File: src/verilog/lws_pkg.sv
// Package of the listen mode wake sequencer: register map, field codes,
// state encoding and carrier structs.
// Assumes a 32-bit APB slave with word-aligned registers.
package lws_pkg;

  // ---------------------------------------------------------------
  // Register offsets (byte addresses)
  // ---------------------------------------------------------------
  localparam logic [7:0] LWS_OFF_CTRL    = 8'h00;  // Sequencer control
  localparam logic [7:0] LWS_OFF_CONFIG  = 8'h04;  // Transition selects
  localparam logic [7:0] LWS_OFF_SLEEP_T = 8'h08;  // Sleep interval count
  localparam logic [7:0] LWS_OFF_RXWIN_T = 8'h0C;  // Receive window count
  localparam logic [7:0] LWS_OFF_STATUS  = 8'h10;  // Sticky events, rd clr
  localparam logic [7:0] LWS_OFF_MASK    = 8'h14;  // Interrupt mask
  localparam logic [7:0] LWS_OFF_STATE   = 8'h18;  // Current state, ro

  // ---------------------------------------------------------------
  // Field positions
  // ---------------------------------------------------------------
  localparam int LWS_CTRL_START   = 0;  // Write 1: start sequencer
  localparam int LWS_CTRL_STOP    = 1;  // Write 1: stop, go standby
  localparam int LWS_CFG_IDLE     = 0;  // idle_low_power_select
  localparam int LWS_CFG_START_LO = 1;  // start_transition_select [2:1]
  localparam int LWS_CFG_LOWP     = 3;  // low_power_target_select
  localparam int LWS_CFG_IDLEX    = 4;  // idle_exit_select
  localparam int LWS_CFG_RXX_LO   = 5;  // receive_exit_select [7:5]
  localparam int LWS_CFG_MAP_EN   = 8;  // preamble_event_map_enable
  localparam int LWS_CFG_G4_LO    = 9;  // general_output_four map [10:9]
  localparam int LWS_ST_PREAMBLE  = 0;  // Preamble found event
  localparam int LWS_ST_WIN_END   = 1;  // Window ended, no preamble stop
  localparam int LWS_ST_PACKET    = 2;  // Packet received while listening
  localparam int LWS_EV_W         = 3;  // Number of event bits

  // ---------------------------------------------------------------
  // Codes and reset values
  // ---------------------------------------------------------------
  localparam logic [2:0] LWS_RXX_PREAMBLE = 3'h6;  // Exit on preamble
  localparam logic [1:0] LWS_G4_PREAMBLE  = 2'h3;  // Pin map to preamble
  localparam logic [1:0] LWS_START_LOWP   = 2'h0;  // Start to low power
  localparam logic [10:0] LWS_CFG_RST     = 11'h000;
  localparam logic [31:0] LWS_SLEEP_RST   = 32'h0000_0400;
  localparam logic [31:0] LWS_RXWIN_RST   = 32'h0000_0040;

  // ---------------------------------------------------------------
  // State encoding, Gray along idle -> receive -> off
  // ---------------------------------------------------------------
  typedef enum logic [2:0] {
    LWS_ST_STANDBY = 3'h0,  // Sequencer off, radio standby
    LWS_ST_IDLE    = 3'h1,  // Low power, sleep interval running
    LWS_ST_RX      = 3'h3,  // Receive window running
    LWS_ST_RX_HOLD = 3'h2,  // Sequencer off, radio kept in receive
    LWS_ST_LOWSTBY = 3'h6   // Low power standby idle variant
  } lws_state_t;

  // Events from the radio, already synchronised
  typedef struct packed {
    logic packet;    // Packet received
    logic preamble;  // Preamble detected
  } lws_radio_ev_t;

  // Radio mode requests to the analog side
  typedef struct packed {
    logic rx_on;     // Receiver enabled
    logic sleep;     // Sleep, only RC oscillator running
  } lws_radio_ctl_t;

endpackage

File: src/verilog/lws_timer.sv
// Down counter shared for the sleep interval and receive window timers.
// Assumes load and the count value come from logic on pclk.
`timescale 1ns/100ps
module lws_timer
  import lws_pkg::*;
#(
  parameter int W = 32  // Counter width
)(
  input  wire logic         pclk,
  input  wire logic         presetn,
  input  wire logic         load,
  input  wire logic [W-1:0] value,
  input  wire logic         run,
  output logic              expired
);

  logic [W-1:0] cnt_r;    // Remaining cycles
  logic [W-1:0] cnt_nxt;  // Next count
  logic         exp_r;    // One-cycle expiry pulse
  logic         exp_nxt;  // Next expiry

  // Load wins; a zero count loads as one, never stalls
  always_comb
  begin
    cnt_nxt = cnt_r;
    exp_nxt = 1'b0;
    if (load)
    begin
      cnt_nxt = (value == '0) ? W'(1) : value;
    end
    else if (run && cnt_r != '0)
    begin
      cnt_nxt = cnt_r - W'(1);
      exp_nxt = (cnt_r == W'(1));
    end
  end

  // Register stage
  always_ff @(posedge pclk or negedge presetn)
  begin
    if (!presetn)
    begin
      cnt_r <= '0;
      exp_r <= 1'b0;
    end
    else
    begin
      cnt_r <= cnt_nxt;
      exp_r <= exp_nxt;
    end
  end

  assign expired = exp_r;

endmodule // lws_timer

File: src/verilog/lws_top.sv
// Listen mode wake sequencer: alternates low power idle and receive
// windows, stops on preamble, alerts the host by pin and interrupt.
// Assumes radio event inputs are asynchronous pins; APB on pclk.
//
// Local design decisions: the register offsets and register access over APB.
`timescale 1ns/100ps

module lws_top
  import lws_pkg::*;
#(
  parameter int TW = 32  // Timer width
)(
  input  wire logic        pclk,
  input  wire logic        presetn,
  input  wire logic        psel,
  input  wire logic        penable,
  input  wire logic        pwrite,
  input  wire logic [7:0]  paddr,
  input  wire logic [31:0] pwdata,
  output logic [31:0]      prdata,
  output logic             pready,
  output logic             pslverr,
  input  wire logic        preamble_pin,
  input  wire logic        packet_pin,
  output lws_radio_ctl_t   radio_ctl,
  output logic             general_output_four,
  output logic             irq
);

  // ---------------------------------------------------------------
  // Input synchronisers
  // ---------------------------------------------------------------
  logic [1:0] s1_r;         // First stage, read only by s2_r
  logic [1:0] s2_r;         // Second stage
  lws_radio_ev_t ev;        // Synchronised events

  // Two flops per pin; the events are levels from the modem
  always_ff @(posedge pclk or negedge presetn)
  begin
    if (!presetn)
    begin
      s1_r <= 2'h0;
      s2_r <= 2'h0;
    end
    else
    begin
      s1_r <= {packet_pin, preamble_pin};
      s2_r <= s1_r;
    end
  end

  assign ev.preamble = s2_r[0];
  assign ev.packet   = s2_r[1];

  // ---------------------------------------------------------------
  // APB decode
  // ---------------------------------------------------------------
  logic        wr_en;       // Write access phase
  logic        rd_en;       // Read access phase
  logic        mapped;      // Address is a register
  logic [31:0] rd_data;     // Read mux

  // Zero wait state slave: every access ends in its first access cycle
  assign pready = 1'b1;
  assign wr_en  = psel && penable && pwrite;
  assign rd_en  = psel && penable && !pwrite;
  assign mapped = (paddr == LWS_OFF_CTRL)    || (paddr == LWS_OFF_CONFIG) ||
                  (paddr == LWS_OFF_SLEEP_T) || (paddr == LWS_OFF_RXWIN_T) ||
                  (paddr == LWS_OFF_STATUS)  || (paddr == LWS_OFF_MASK) ||
                  (paddr == LWS_OFF_STATE);
  // Unmapped addresses answer with an error and read zero
  assign pslverr = psel && penable && !mapped;

  // ---------------------------------------------------------------
  // Configuration registers
  // ---------------------------------------------------------------
  logic [10:0]   cfg_r;     // Transition selects and pin map
  logic [10:0]   cfg_nxt;
  logic [TW-1:0] sleep_r;   // Sleep interval in cycles
  logic [TW-1:0] sleep_nxt;
  logic [TW-1:0] rxwin_r;   // Receive window in cycles
  logic [TW-1:0] rxwin_nxt;
  logic [LWS_EV_W-1:0] mask_r;    // Interrupt enables
  logic [LWS_EV_W-1:0] mask_nxt;
  logic          start_wr;  // Start strobe
  logic          stop_wr;   // Stop strobe, a new mode from the host

  // Config writes
  always_comb
  begin
    cfg_nxt   = cfg_r;
    sleep_nxt = sleep_r;
    rxwin_nxt = rxwin_r;
    mask_nxt  = mask_r;
    if (wr_en && paddr == LWS_OFF_CONFIG)
    begin
      cfg_nxt = pwdata[10:0];
    end
    if (wr_en && paddr == LWS_OFF_SLEEP_T)
    begin
      sleep_nxt = pwdata[TW-1:0];
    end
    if (wr_en && paddr == LWS_OFF_RXWIN_T)
    begin
      rxwin_nxt = pwdata[TW-1:0];
    end
    if (wr_en && paddr == LWS_OFF_MASK)
    begin
      mask_nxt = pwdata[LWS_EV_W-1:0];
    end
  end

  // Register stage
  always_ff @(posedge pclk or negedge presetn)
  begin
    if (!presetn)
    begin
      cfg_r   <= LWS_CFG_RST;
      sleep_r <= LWS_SLEEP_RST[TW-1:0];
      rxwin_r <= LWS_RXWIN_RST[TW-1:0];
      mask_r  <= '0;
    end
    else
    begin
      cfg_r   <= cfg_nxt;
      sleep_r <= sleep_nxt;
      rxwin_r <= rxwin_nxt;
      mask_r  <= mask_nxt;
    end
  end

  assign start_wr = wr_en && paddr == LWS_OFF_CTRL && pwdata[LWS_CTRL_START];
  assign stop_wr  = wr_en && paddr == LWS_OFF_CTRL && pwdata[LWS_CTRL_STOP];

  // ---------------------------------------------------------------
  // Sequencer state machine
  // ---------------------------------------------------------------
  lws_state_t state_r;      // Current state
  lws_state_t state_nxt;
  logic       t1_load;      // Load sleep timer
  logic       t2_load;      // Load window timer
  logic       t1_exp;       // Sleep interval over
  logic       t2_exp;       // Window over
  logic       pre_stop;     // Preamble ends the window
  logic       win_empty;    // Window ended without a preamble stop
  logic       lowp_state;   // In one of the idle states

  assign lowp_state = (state_r == LWS_ST_IDLE) ||
                      (state_r == LWS_ST_LOWSTBY);
  assign pre_stop = (state_r == LWS_ST_RX) && ev.preamble &&
                    (cfg_r[LWS_CFG_RXX_LO+:3] == LWS_RXX_PREAMBLE);
  assign win_empty = (state_r == LWS_ST_RX) && t2_exp && !pre_stop;

  // Next state; stop from the host wins over every transition
  always_comb
  begin
    state_nxt = state_r;
    t1_load   = 1'b0;
    t2_load   = 1'b0;
    case (state_r)
      LWS_ST_STANDBY:
      begin
        if (start_wr && !stop_wr)
        begin
          state_nxt = cfg_r[LWS_CFG_IDLE] ? LWS_ST_IDLE : LWS_ST_LOWSTBY;
          t1_load   = 1'b1;
        end
      end
      LWS_ST_IDLE, LWS_ST_LOWSTBY:
      begin
        if (t1_exp && cfg_r[LWS_CFG_IDLEX])
        begin
          state_nxt = LWS_ST_RX;
          t2_load   = 1'b1;
        end
        else if (t1_exp)
        begin
          // No receive transition selected: keep cycling the period
          t1_load = 1'b1;
        end
      end
      LWS_ST_RX:
      begin
        if (pre_stop)
        begin
          state_nxt = LWS_ST_RX_HOLD;
        end
        else if (t2_exp)
        begin
          state_nxt = cfg_r[LWS_CFG_IDLE] ? LWS_ST_IDLE : LWS_ST_LOWSTBY;
          t1_load   = 1'b1;
        end
      end
      LWS_ST_RX_HOLD:
      begin
        // Stays until the host writes a new mode
        state_nxt = LWS_ST_RX_HOLD;
      end
      default:
      begin
        state_nxt = LWS_ST_STANDBY;
      end
    endcase
    if (stop_wr)
    begin
      state_nxt = LWS_ST_STANDBY;
      t1_load   = 1'b0;
      t2_load   = 1'b0;
    end
  end

  // Register stage
  always_ff @(posedge pclk or negedge presetn)
  begin
    if (!presetn)
    begin
      state_r <= LWS_ST_STANDBY;
    end
    else
    begin
      state_r <= state_nxt;
    end
  end

  // ---------------------------------------------------------------
  // Timers
  // ---------------------------------------------------------------
  // Sleep interval runs only in idle, so the period is sleep + window
  lws_timer #(.W(TW)) u_sleep_timer (
    .pclk    (pclk),
    .presetn (presetn),
    .load    (t1_load),
    .value   (sleep_r),
    .run     (lowp_state),
    .expired (t1_exp)
  );

  lws_timer #(.W(TW)) u_rxwin_timer (
    .pclk    (pclk),
    .presetn (presetn),
    .load    (t2_load),
    .value   (rxwin_r),
    .run     (state_r == LWS_ST_RX),
    .expired (t2_exp)
  );

  // ---------------------------------------------------------------
  // Radio control, pin map, events and interrupt
  // ---------------------------------------------------------------
  lws_radio_ctl_t ctl_r;    // Registered radio request
  lws_radio_ctl_t ctl_nxt;
  logic           g4_r;     // Registered output pin
  logic           g4_nxt;
  logic [LWS_EV_W-1:0] stat_r;    // Sticky events
  logic [LWS_EV_W-1:0] stat_nxt;
  logic [LWS_EV_W-1:0] ev_set;    // Events this cycle
  logic           st_rd;    // Status read clears it

  assign st_rd = rd_en && paddr == LWS_OFF_STATUS;

  // Radio follows state next value so request and state agree
  always_comb
  begin
    ctl_nxt.rx_on = (state_nxt == LWS_ST_RX) ||
                    (state_nxt == LWS_ST_RX_HOLD);
    ctl_nxt.sleep = (state_nxt == LWS_ST_IDLE);
    g4_nxt = cfg_r[LWS_CFG_MAP_EN] &&
             (cfg_r[LWS_CFG_G4_LO+:2] == LWS_G4_PREAMBLE) && ev.preamble;
    ev_set = '0;
    ev_set[LWS_ST_PREAMBLE] = pre_stop;
    ev_set[LWS_ST_WIN_END]  = win_empty;
    ev_set[LWS_ST_PACKET]   = ev.packet && (state_r != LWS_ST_STANDBY);
    // Read clears, but an event in the same cycle survives
    stat_nxt = (st_rd ? '0 : stat_r) | ev_set;
  end

  // Register stage
  always_ff @(posedge pclk or negedge presetn)
  begin
    if (!presetn)
    begin
      ctl_r  <= '0;
      g4_r   <= 1'b0;
      stat_r <= '0;
    end
    else
    begin
      ctl_r  <= ctl_nxt;
      g4_r   <= g4_nxt;
      stat_r <= stat_nxt;
    end
  end

  assign radio_ctl           = ctl_r;
  assign general_output_four = g4_r;
  assign irq = |(stat_r & mask_r);

  // Read mux; reserved bits read zero
  always_comb
  begin
    rd_data = 32'h0000_0000;
    case (paddr)
      LWS_OFF_CONFIG:  rd_data[10:0]          = cfg_r;
      LWS_OFF_SLEEP_T: rd_data[TW-1:0]        = sleep_r;
      LWS_OFF_RXWIN_T: rd_data[TW-1:0]        = rxwin_r;
      LWS_OFF_STATUS:  rd_data[LWS_EV_W-1:0]  = stat_r;
      LWS_OFF_MASK:    rd_data[LWS_EV_W-1:0]  = mask_r;
      LWS_OFF_STATE:   rd_data[2:0]           = state_r;
      default:         rd_data                = 32'h0000_0000;
    endcase
  end

  // Combinational read data, valid in the access phase
  assign prdata = rd_en ? rd_data : 32'h0000_0000;

endmodule // lws_top

File: config.mk
export PLATFORM = sky130hd
export DESIGN_NAME = lws_top
export DESIGN_NICKNAME = d
export VERILOG_FILES = /design/src/verilog/lws_pkg.sv /design/src/verilog/lws_timer.sv /design/src/verilog/lws_top.sv
export SDC_FILE = /design/constraint.sdc
export NUM_CORES = 1
export LEC_CHECK = 0
export BUFFER_PORTS_ARGS = -buffer_cell sky130_fd_sc_hd__buf_2
export CAP_MARGIN = 30
export CORE_MARGIN = 2
export CORE_UTILIZATION = 50
export CTS_CLUSTER_SIZE = 24
export DETAILED_ROUTE_END_ITERATION = 6
export GPL_TIMING_DRIVEN = 0
export HOLD_SLACK_MARGIN = 0.05
export PLACE_DENSITY = 0.8
export SLEW_MARGIN = 30
export SYNTH_ARGS = -nofsm -noshare
export SYNTH_HDL_FRONTEND = slang
export SYNTH_SLANG_ARGS = --single-unit
File: constraint.sdc
create_clock -name pclk -period 3.4 [get_ports pclk]
set_clock_uncertainty 0.15 [all_clocks]
set_input_delay 0.17 -clock pclk [delete_from_list [all_inputs] [get_ports pclk]]
set_output_delay 0.17 -clock pclk [all_outputs]
set_load 0.01 [all_outputs]
After elaboration in Yosys (flattened, before gate mapping):

Index checks and enable logic that the tools add are counted.

* output and inout bits: 38
* flip-flop bits (word level): 157
* word-level logic and storage cells: 114

* equality and inequality tests: 17
* add/subtract/negate cells: 2
* reduce and logical (&&, ||, !) cells: 46
* bitwise logic cells: 2
* multiplexer cells: 32

Operators by type and width (number)
* 32-bit 2-to-1 mux: 7
* 32-bit by 1-bit equality test with 1-bit output, second input constant: 2
* 32-bit logical NOT: 2
* 32-bit nonzero test: 2
* 32-bit by 1-bit subtractor with 32-bit output, second input constant: 2
* 21-bit one-hot mux with 2 select lines: 1
* 8-bit by 5-bit equality test with 1-bit output, second input constant: 3
* 8-bit one-hot mux with 3 select lines: 1
* 1-bit logical AND: 23
* 3-bit 2-to-1 mux: 7
* 3-bit one-hot mux with 6 select lines: 1
* 8-bit by 4-bit equality test with 1-bit output, second input constant: 2
* 1-bit 2-to-1 mux: 13
* 3-bit by 2-bit equality test with 1-bit output, second input constant: 4
* 3-bit one-hot mux with 4 select lines: 1
* 8-bit by 3-bit equality test with 1-bit output, second input constant: 1
* 8-bit logical NOT: 1
* 1-bit logical OR: 8
* 3-bit by 1-bit equality test with 1-bit output, second input constant: 2
* 3-bit equality test, second input constant: 2
* 1-bit logical NOT: 4
* 2-bit nonzero test: 2
* 3-bit AND: 1
* 3-bit logical NOT: 1
* other kinds (6): 6

Depth between registers and ports, before layout:

Gate-level depths: netlist of the first run.

* depth after elaboration: 11
* mapped depth: 8

Modules after synthesis:

From an unflattened synthesis of the first run, not the netlist that was laid out.

* cell total of the unflattened synthesis: 909
* area total of the unflattened synthesis: 9207.6 µm²

Modules (own cells, without submodules)
* lws_top: area each 4471.8 µm², cells an instance 347, times used 1
* lws_timer at u_rxwin_timer: area each 2468.6 µm², cells an instance 294, times used 1
* lws_timer at u_sleep_timer: area each 2267.2 µm², cells an instance 268, times used 1

Worst setup path before layout of the first run:

No wires, ideal clock.

* kind: reg2reg
* start: register u_sleep_timer.cnt_r[0]
* end: register u_sleep_timer.cnt_r[24]
* slack: 0.952 ns
* arrival: 2.173 ns
* stages on the path, launching flop included: 8
* setup time: 0.125 ns
* required time: 3.125 ns
* cells stage by stage: dfrtp_1 > inv_1 > ha_1 > nor3b_1 > nand4_1 > or4_1 > xnor2_1 > mux2_4

* cells in the longest elaborated chain, start to end: 3
* elaborated cells between the ends (all ways): 6

Ends and longest elaborated chain
* start, declared: RTL line lws_timer.sv:17 `logic [W-1:0] cnt_r;`
* start signal, assigned: RTL line lws_timer.sv:48 `cnt_r <= cnt_nxt;`
* 32-bit by 1-bit subtractor with 32-bit output / 32-bit nonzero test (equally long branches): RTL line lws_timer.sv:33, lws_timer.sv:31
* 32-bit 2-to-1 mux / 1-bit logical AND (equally long branches): RTL line lws_timer.sv:31 `else if (run && cnt_r != '0)`
* 32-bit 2-to-1 mux / 2-bit nonzero test (equally long branches)

Several ways; a longest one is shown, not always the timed one. The select of a mux whose other input is x is not followed.
A chain may end at the register's enable or synchronous reset.

Worst setup path in the final report of the first run:

* start: register u_sleep_timer.cnt_r[0]
* end: register u_sleep_timer.cnt_r[3]

Same word-level chain as after synthesis.

==> impl_metrics.py, run 1 <==
metrics = {
    "synth": {
        "yosysTopAreaCell": "dfrtp_1",
        "synth_edf_count": 0,
        "yosysSeqAreaShare_pct": 44.3,
        "yosysUniqueCellTypes": 79,
        "synthDominantCellAreaShare_pct": 43.7,
        "ys.flop_type": "dfrtp_1",
        "synthTopCellsByArea": "dfrtp_1 44%, mux2_1 7.1%, mux2_2 3.6%",
        "syn-mean-instance-area_um2": 10.6,
        "async_reset_ff_share_pct": 100,
        "yosysWarningCount": 0,
        "syn_area_um2": 8870,
        "ys_ff_latch": 157,
        "synth_fp_nets": 891,
        "syn_inst": 840,
    },
    "global_route": {
        "grtUsageTotal_pct": 30.4,
        "grt_antenna_before_repair": 0,
        "grt_max_degree": 86,
        "grt_pass1_wl_um": 43400,
        "overflow": 0,
        "grt_pass1_vias": 8070,
    },
    "sta": {
        "post-route-min-period_ns": 3.04,
        "period_share_pct": 89.3,
        "slew-limit-headroom_pct": 53.4,
        "final-max-slew-violation-count": 0,
        "setup_viol": 0,
        "final_hold_viol_count": 0,
        "max_freq_mhz": 329,
        "whs_ns": 0.0792,
        "rsz0062_at_grt": "no",
        "worstMarginPinSlew_ns": 0.694,
    },
    "setup_path": {
        "crit_slowest_cell": "o31ai_4",
        "startpoint_type": "flop",
        "crit_path_max_fanout": 10,
        "max_stage_delay_ns": 0.51,
        "cp.arrival_ns": 3.20,
        "crit_chain": "inv_1 -> ha_1 -> nor3b_1 -> nand4_1 -> o31ai_4 -> buf_6 -> o21ai_0 -> mux2_4",
        "crit_type": "reg -> reg",
        "required_ns": 3.56,
        "crit_family": "simple AND/OR/NAND/NOR gates",
        "critPathBufInv": 2,
        "cp-end-kind": "flop",
    },
    "cts": {
        "clkSinkCount": 157,
        "htreeDepth": 4,
        "cts_tree": "done",
        "post-cts-setup-buffers": 0,
        "clk_latency_ns": 0.43,
        "cts_resized": 0,
        "cts_buffer_depth": 2,
        "numCtsBuffers": 17,
        "clockRootBuffer": "clkbuf_16",
        "clk_pin_slew_ns": 0.06,
    },
    "floorplanning": {
        "core_area_um2": 17300,
        "die_x_um": 137,
        "rows": 48,
        "io_pins": 85,
        "dieHeight_um": 137,
        "fp.dieArea_um2": 18800,
        "start_util_pct": 51.3,
    },
    "routing": {
        "num_vias": 8219,
        "ant_nets": 0,
        "wire_per_inst_um": 22.8,
        "via_per_inst": 6.75,
        "wl_um": 27700,
        "drtIter0Drc": 864,
        "dr.pass1.iters": 7,
        "drc": 1,
    },
    "placement": {
        "port_buffers": 83,
        "dpl_cell_area_um2": 9610,
        "gp_congestion": 0.975,
        "dpl.hpwl_um": 19200,
    },
    "power": {
        "irDropWorstVdd_mv": 0.367,
        "p_per_area_nw_per_um2": 389,
        "power_w": 0.00412,
        "p_leak_nw": 4.51,
    },
    "run": {
        "maxCapViolations": 0,
    },
    "worst_hold_path": {
        "hold_class": "in -> reg",
    },
    "cells_and_area": {
        "final_util_pct": 61.2,
        "fin_nets": 1030,
        "syn2layout_area_growth_pct": 19.4,
        "final_cell_area_um2": 10600,
        "diodes": 0,
        "drive_gt1_share_pct": 20.7,
    },
    "run_status": {
        "status": "finished, violations left",
        "violations": "DRC",
    },
}
==> where the power goes <==
group / total, W / internal [W] / switching, W
combinational: 0.000177 / 0.0000773 / 0.000100
clock: 0.00204 / 0.00120 / 0.000842
sequential: 0.00191 / 0.00188 / 0.0000214
==> synth_stat cells (12+ instances only) <==
| cell type | n |
|---|---|
| mux2_1 | 56 |
| nand2_1 | 50 |
| nor3_1 | 21 |
| mux2_2 | 28 |
| dfrtp_1 | 155 |
| buf_2 | 15 |
| nor4_1 | 28 |
| a211oi_1 | 14 |
| or4_1 | 14 |
| nand3_1 | 23 |
| nand4_1 | 18 |
| nor2_1 | 69 |
| a31oi_1 | 22 |
| or3_1 | 25 |
| a22oi_1 | 23 |
| inv_1 | 12 |
| o21ai_0 | 20 |
| clkbuf_1 | 21 |
==> worst reg2reg max path, cell delays in order, from the launching register on <==
cell	delay, ns
dfrtp_1	0.44
inv_1	0.14
ha_1	0.19
nor3b_1	0.47
nand4_1	0.42
o31ai_4	0.51
buf_6	0.22
o21ai_0	0.10
mux2_4	0.27
==> logic make-up after synthesis <==
logic type	after synthesis	share of synthesized area, %
AOI/OAI and AO/OA	192	16.5
adders and majority gates	4	0.564
other	1	0.0423
muxes	97	12.6
buffers and inverters	62	3.89
xor gates and xnor gates	11	1.09
and+or+nand+nor	316	21.0
DFF	157	44.3
==> routing by layer <==
layer	track usage [%]	vias up	share of wire [%]
met5	0	-	0
met2	48.0	464	47
met3	6.03	97	8.6
li1	-	3571	-
met4	15.1	0	4.1
met1	40.0	4087	40
==> repair_timing <==
item / CTS / global route
setup endpoints to repair: 0 / 0
hold buffers: 36 / 0
endpoints found under the hold margin: 153 / 0
==> layout by cell type, fill, tap and decap left out, types with 17 or more instances in the layout <==
cell,Yosys,routed
mux2_1,56,56
nand4_1,18,18
nor3_1,21,21
nor4_1,28,28
o21ai_0,20,20
or3_1,25,25
clkbuf_16,0,17
dlygate4sd3_1,0,36
a22oi_1,23,23
mux2_2,28,28
nand3_1,23,23
a31oi_1,22,22
nor2_1,69,69
nand2_1,50,50
clkbuf_1,21,22
dfrtp_1,155,155
buf_2,15,97
==> sequential cells by signal, summed over array words and instances, names as in the netlist <==
signal,flops
mask_r,3
u_sleep_timer.expired,1
u_rxwin_timer.expired,1
ev,2
cfg_r,11
sleep_r,32
s1_r,2
stat_r,3
state_r,3
general_output_four,1
rxwin_r,32
u_rxwin_timer.cnt_r,32
radio_ctl,2
u_sleep_timer.cnt_r,32
==> layout make-up <==
class | count | area (µm²)
clock inverter | 13 | 179
buffer | 50 | 300
multi-input combinational | 621 | 4590
fill | 1416 | 6710
inverter | 12 | 45.0
tap | 225 | 282
timing repair buffer | 120 | 813
clock buffer | 19 | 443
sequential | 157 | 3930
==> worst paths after layout <==
kind / from / to / slack [ns] / cells after the start
max: u_sleep_timer.cnt_r[0] / u_sleep_timer.cnt_r[3] / 0.36 / 8
min: penable / state_r[0] / 0.08 / 5
max reg2reg: u_sleep_timer.cnt_r[0] / u_sleep_timer.cnt_r[3] / 0.36 / 8
min reg2reg: s1_r[1] / ev[1] / 0.20 / 0
max in group asynchronous: presetn / rxwin_r[6] / 2.09 / 3
min in group asynchronous: presetn / u_sleep_timer.cnt_r[25] / 0.14 / 2
==> through the flow <==
stage	worst slack, ns	TNS (ns)	std cells
6_report	0.363	0	1217
5_1_grt	0.159	0	1217
4_1_cts	0.403	0	1217
3_5_place_dp	0.487	0	1149
3_3_place_gp	-0.317	-45.95	1148
2_1_floorplan	0.952	0	840
No activity file was read; power rests on OpenSTA's default activity.
==> inputs of run 2 (changes only) <==
--- a/config.mk
+++ b/config.mk
@@ -9,6 +9,7 @@
 export CAP_MARGIN = 30
 export CORE_MARGIN = 2
 export CORE_UTILIZATION = 50
+export CTS_BUF_LIST = sky130_fd_sc_hd__clkbuf_8
 export CTS_CLUSTER_SIZE = 24
 export DETAILED_ROUTE_END_ITERATION = 6
 export GPL_TIMING_DRIVEN = 0
==> constraint.sdc (replaced) <==
create_clock -name pclk -period 3.9 [get_ports pclk]
set_clock_uncertainty 0.15 [all_clocks]
set_input_delay 0.195 -clock pclk [delete_from_list [all_inputs] [get_ports pclk]]
set_output_delay 0.195 -clock pclk [all_outputs]
set_load 0.01 [all_outputs]
==> run 2 against run 1 <==
The run still ends with DRC left. Critical path depth is the same. First-iteration DRC count grew 17%. Clock-buffer cell count shrank 1. Sequential share of layout area grew 0.61 points. Die area is the same. Critical endpoint is now prdata[0]. Routed wire length shrank 3.0%. Core utilization shrank 0.99 points. Final cell count grew 0.16%. Total power shrank 23%. Hold slack gained 0.021 ns.
==> impl_metrics.py, run 2 (synthesis gave the netlist of run 1 again) <==
metrics = {
    "cells_and_area": {
        "stdcell_count": 1219,
        "fin_nets": 1032,
        "diodes": 0,
        "drive_gt1_share_pct": 20.6,
        "final_util_pct": 60.2,
        "layout_commonest_cell": "dfrtp_1",
        "final_cell_mix": "155 x dfrtp_1, 97 x buf_2, 69 x nor2_1",
        "syn2layout_area_growth_pct": 17.4,
    },
    "routing": {
        "dr.pass1.iters": 7,
        "ant_nets": 0,
        "drc": 3,
        "num_vias": 8121,
        "drt-met1-wl_um": 10900,
        "drtIter0Drc": 1009,
        "met2_length_um": 12500,
        "wl_um": 26900,
        "met3_length_um": 2420,
        "wire_per_inst_um": 22.1,
        "via_per_inst": 6.66,
        "top_layer_used": "met4",
    },
    "sta": {
        "final-max-slew-violation-count": 0,
        "max_freq_mhz": 314,
        "worst_slack_ns": 0.719,
        "setup_viol": 0,
        "rsz0062_at_grt": "no",
        "post-route-min-period_ns": 3.18,
        "period_share_pct": 81.6,
        "final_hold_viol_count": 0,
        "worstMarginPinSlew_ns": 0.728,
        "fin_tns_setup_ns": 0,
        "slew-limit-headroom_pct": 51.0,
    },
    "global_route": {
        "grt_pass1_vias": 7847,
        "grtUsageTotal_pct": 29.5,
        "overflow": 0,
        "grt_antenna_before_repair": 0,
        "grt_max_degree": 86,
        "grt_pass1_wl_um": 42200,
    },
    "floorplanning": {
        "die_x_um": 137,
        "fp.dieArea_um2": 18800,
        "io_pins": 85,
        "core_area_um2": 17300,
        "dieHeight_um": 137,
        "start_util_pct": 51.3,
        "rows": 48,
    },
    "cts": {
        "cts_tree": "done",
        "cts_buffer_depth": 2,
        "htreeDepth": 4,
        "clk_pin_slew_ns": 0.09,
        "clockRootBuffer": "clkbuf_8",
        "numCtsBuffers": 17,
        "clkSinkCount": 157,
        "post-cts-setup-buffers": 0,
        "clk_latency_ns": 0.47,
    },
    "placement": {
        "preCtsSetupSlack_ns": 0.987,
        "dpl.hpwl_um": 19200,
        "dp.cells": 1149,
        "port_buffers": 83,
        "gp_congestion": 0.975,
    },
    "setup_path": {
        "crit_path_max_fanout": 10,
        "rr_startpoint": "u_sleep_timer.cnt_r[0]",
        "cp-end-kind": "output port",
        "crit_type": "in -> out",
        "r2r-end": "u_sleep_timer.cnt_r[3]",
        "rr_worst_depth": 8,
        "required_ns": 3.56,
        "cp.arrival_ns": 2.84,
        "worst-r2r-setup-slack_ns": 0.89,
        "startpoint_type": "primary input",
    },
    "run": {
        "maxCapViolations": 0,
    },
    "power": {
        "power_w": 0.00317,
        "irDropWorstVdd_mv": 0.201,
        "p_leak_nw": 4.44,
        "p_per_area_nw_per_um2": 304,
    },
    "run_status": {
        "violations": "DRC",
        "status": "finished, violations left",
    },
    "worst_hold_path": {
        "min_path_cells": 5,
        "hold-path-endpoint": "stat_r[1]",
        "hold_class": "in -> reg",
        "holdCritStartpoint": "paddr[0]",
    },
}
[run 2: worst max-delay path, cell delays in order]
cell           delay [ns]
dlygate4sd3_1        0.53
buf_2                0.14
clkbuf_1             0.23
nor4_4               0.60
clkbuf_1             0.49
a22oi_1              0.18
a41oi_1              0.28
buf_2                0.17
[run 2: worst max path at each step]
stage | slack [ns] | from | to | cells after the start
after floorplan | 1.45 | u_sleep_timer.cnt_r[0] | u_sleep_timer.cnt_r[24] | 7
after global placement | 0.16 | presetn | mask_r[0] | 1
after detailed placement | 0.99 | u_sleep_timer.cnt_r[0] | u_sleep_timer.cnt_r[3] | 8
after CTS | 0.79 | paddr[2] | prdata[0] | 8
after global routing | 0.65 | paddr[2] | prdata[0] | 8
final | 0.72 | paddr[2] | prdata[0] | 8
[run 2: per-layer routing]
layer | up-vias | track usage, %
met5 | - | 0
met4 | 0 | 12.5
met3 | 101 | 5.70
met2 | 487 | 46.8
met1 | 3971 | 39.6
li1 | 3562 | -
[run 2: where the power goes]
part	switching (W)	total [W]	internal (W)
Combinational	0.0000872	0.000155	0.0000681
Sequential	0.0000184	0.00166	0.00164
Clock	0.000686	0.00135	0.000665
Total	0.000792	0.00317	0.00237
[run 2: metrics by stage]
step,hold slack (ns),area [µm²]
after floorplan,-0.251,8870
after global placement,0.153,9570
after detailed placement,0.0565,9610
after CTS,0.0660,10400
after global routing,0.140,10400
final,0.100,10400
[run 2: layout make-up]
cell class,instances,area [µm²]
Inverter,12,45.0
Buffer,50,300
Timing Repair Buffer,122,833
Tap cell,225,282
Fill cell,1426,6880
Clock buffer,18,248
Multi-Input combinational cell,621,4590
Sequential cell,157,3930
Clock inverter,14,183
[run 2: repair_timing]
| action | in CTS | in global routing |
|---|---|---|
| endpoints found under the setup margin | 0 | 0 |
| resized for setup | 0 | 0 |
| hold endpoints to repair | 153 | 0 |
| hold buffers | 38 | 0 |
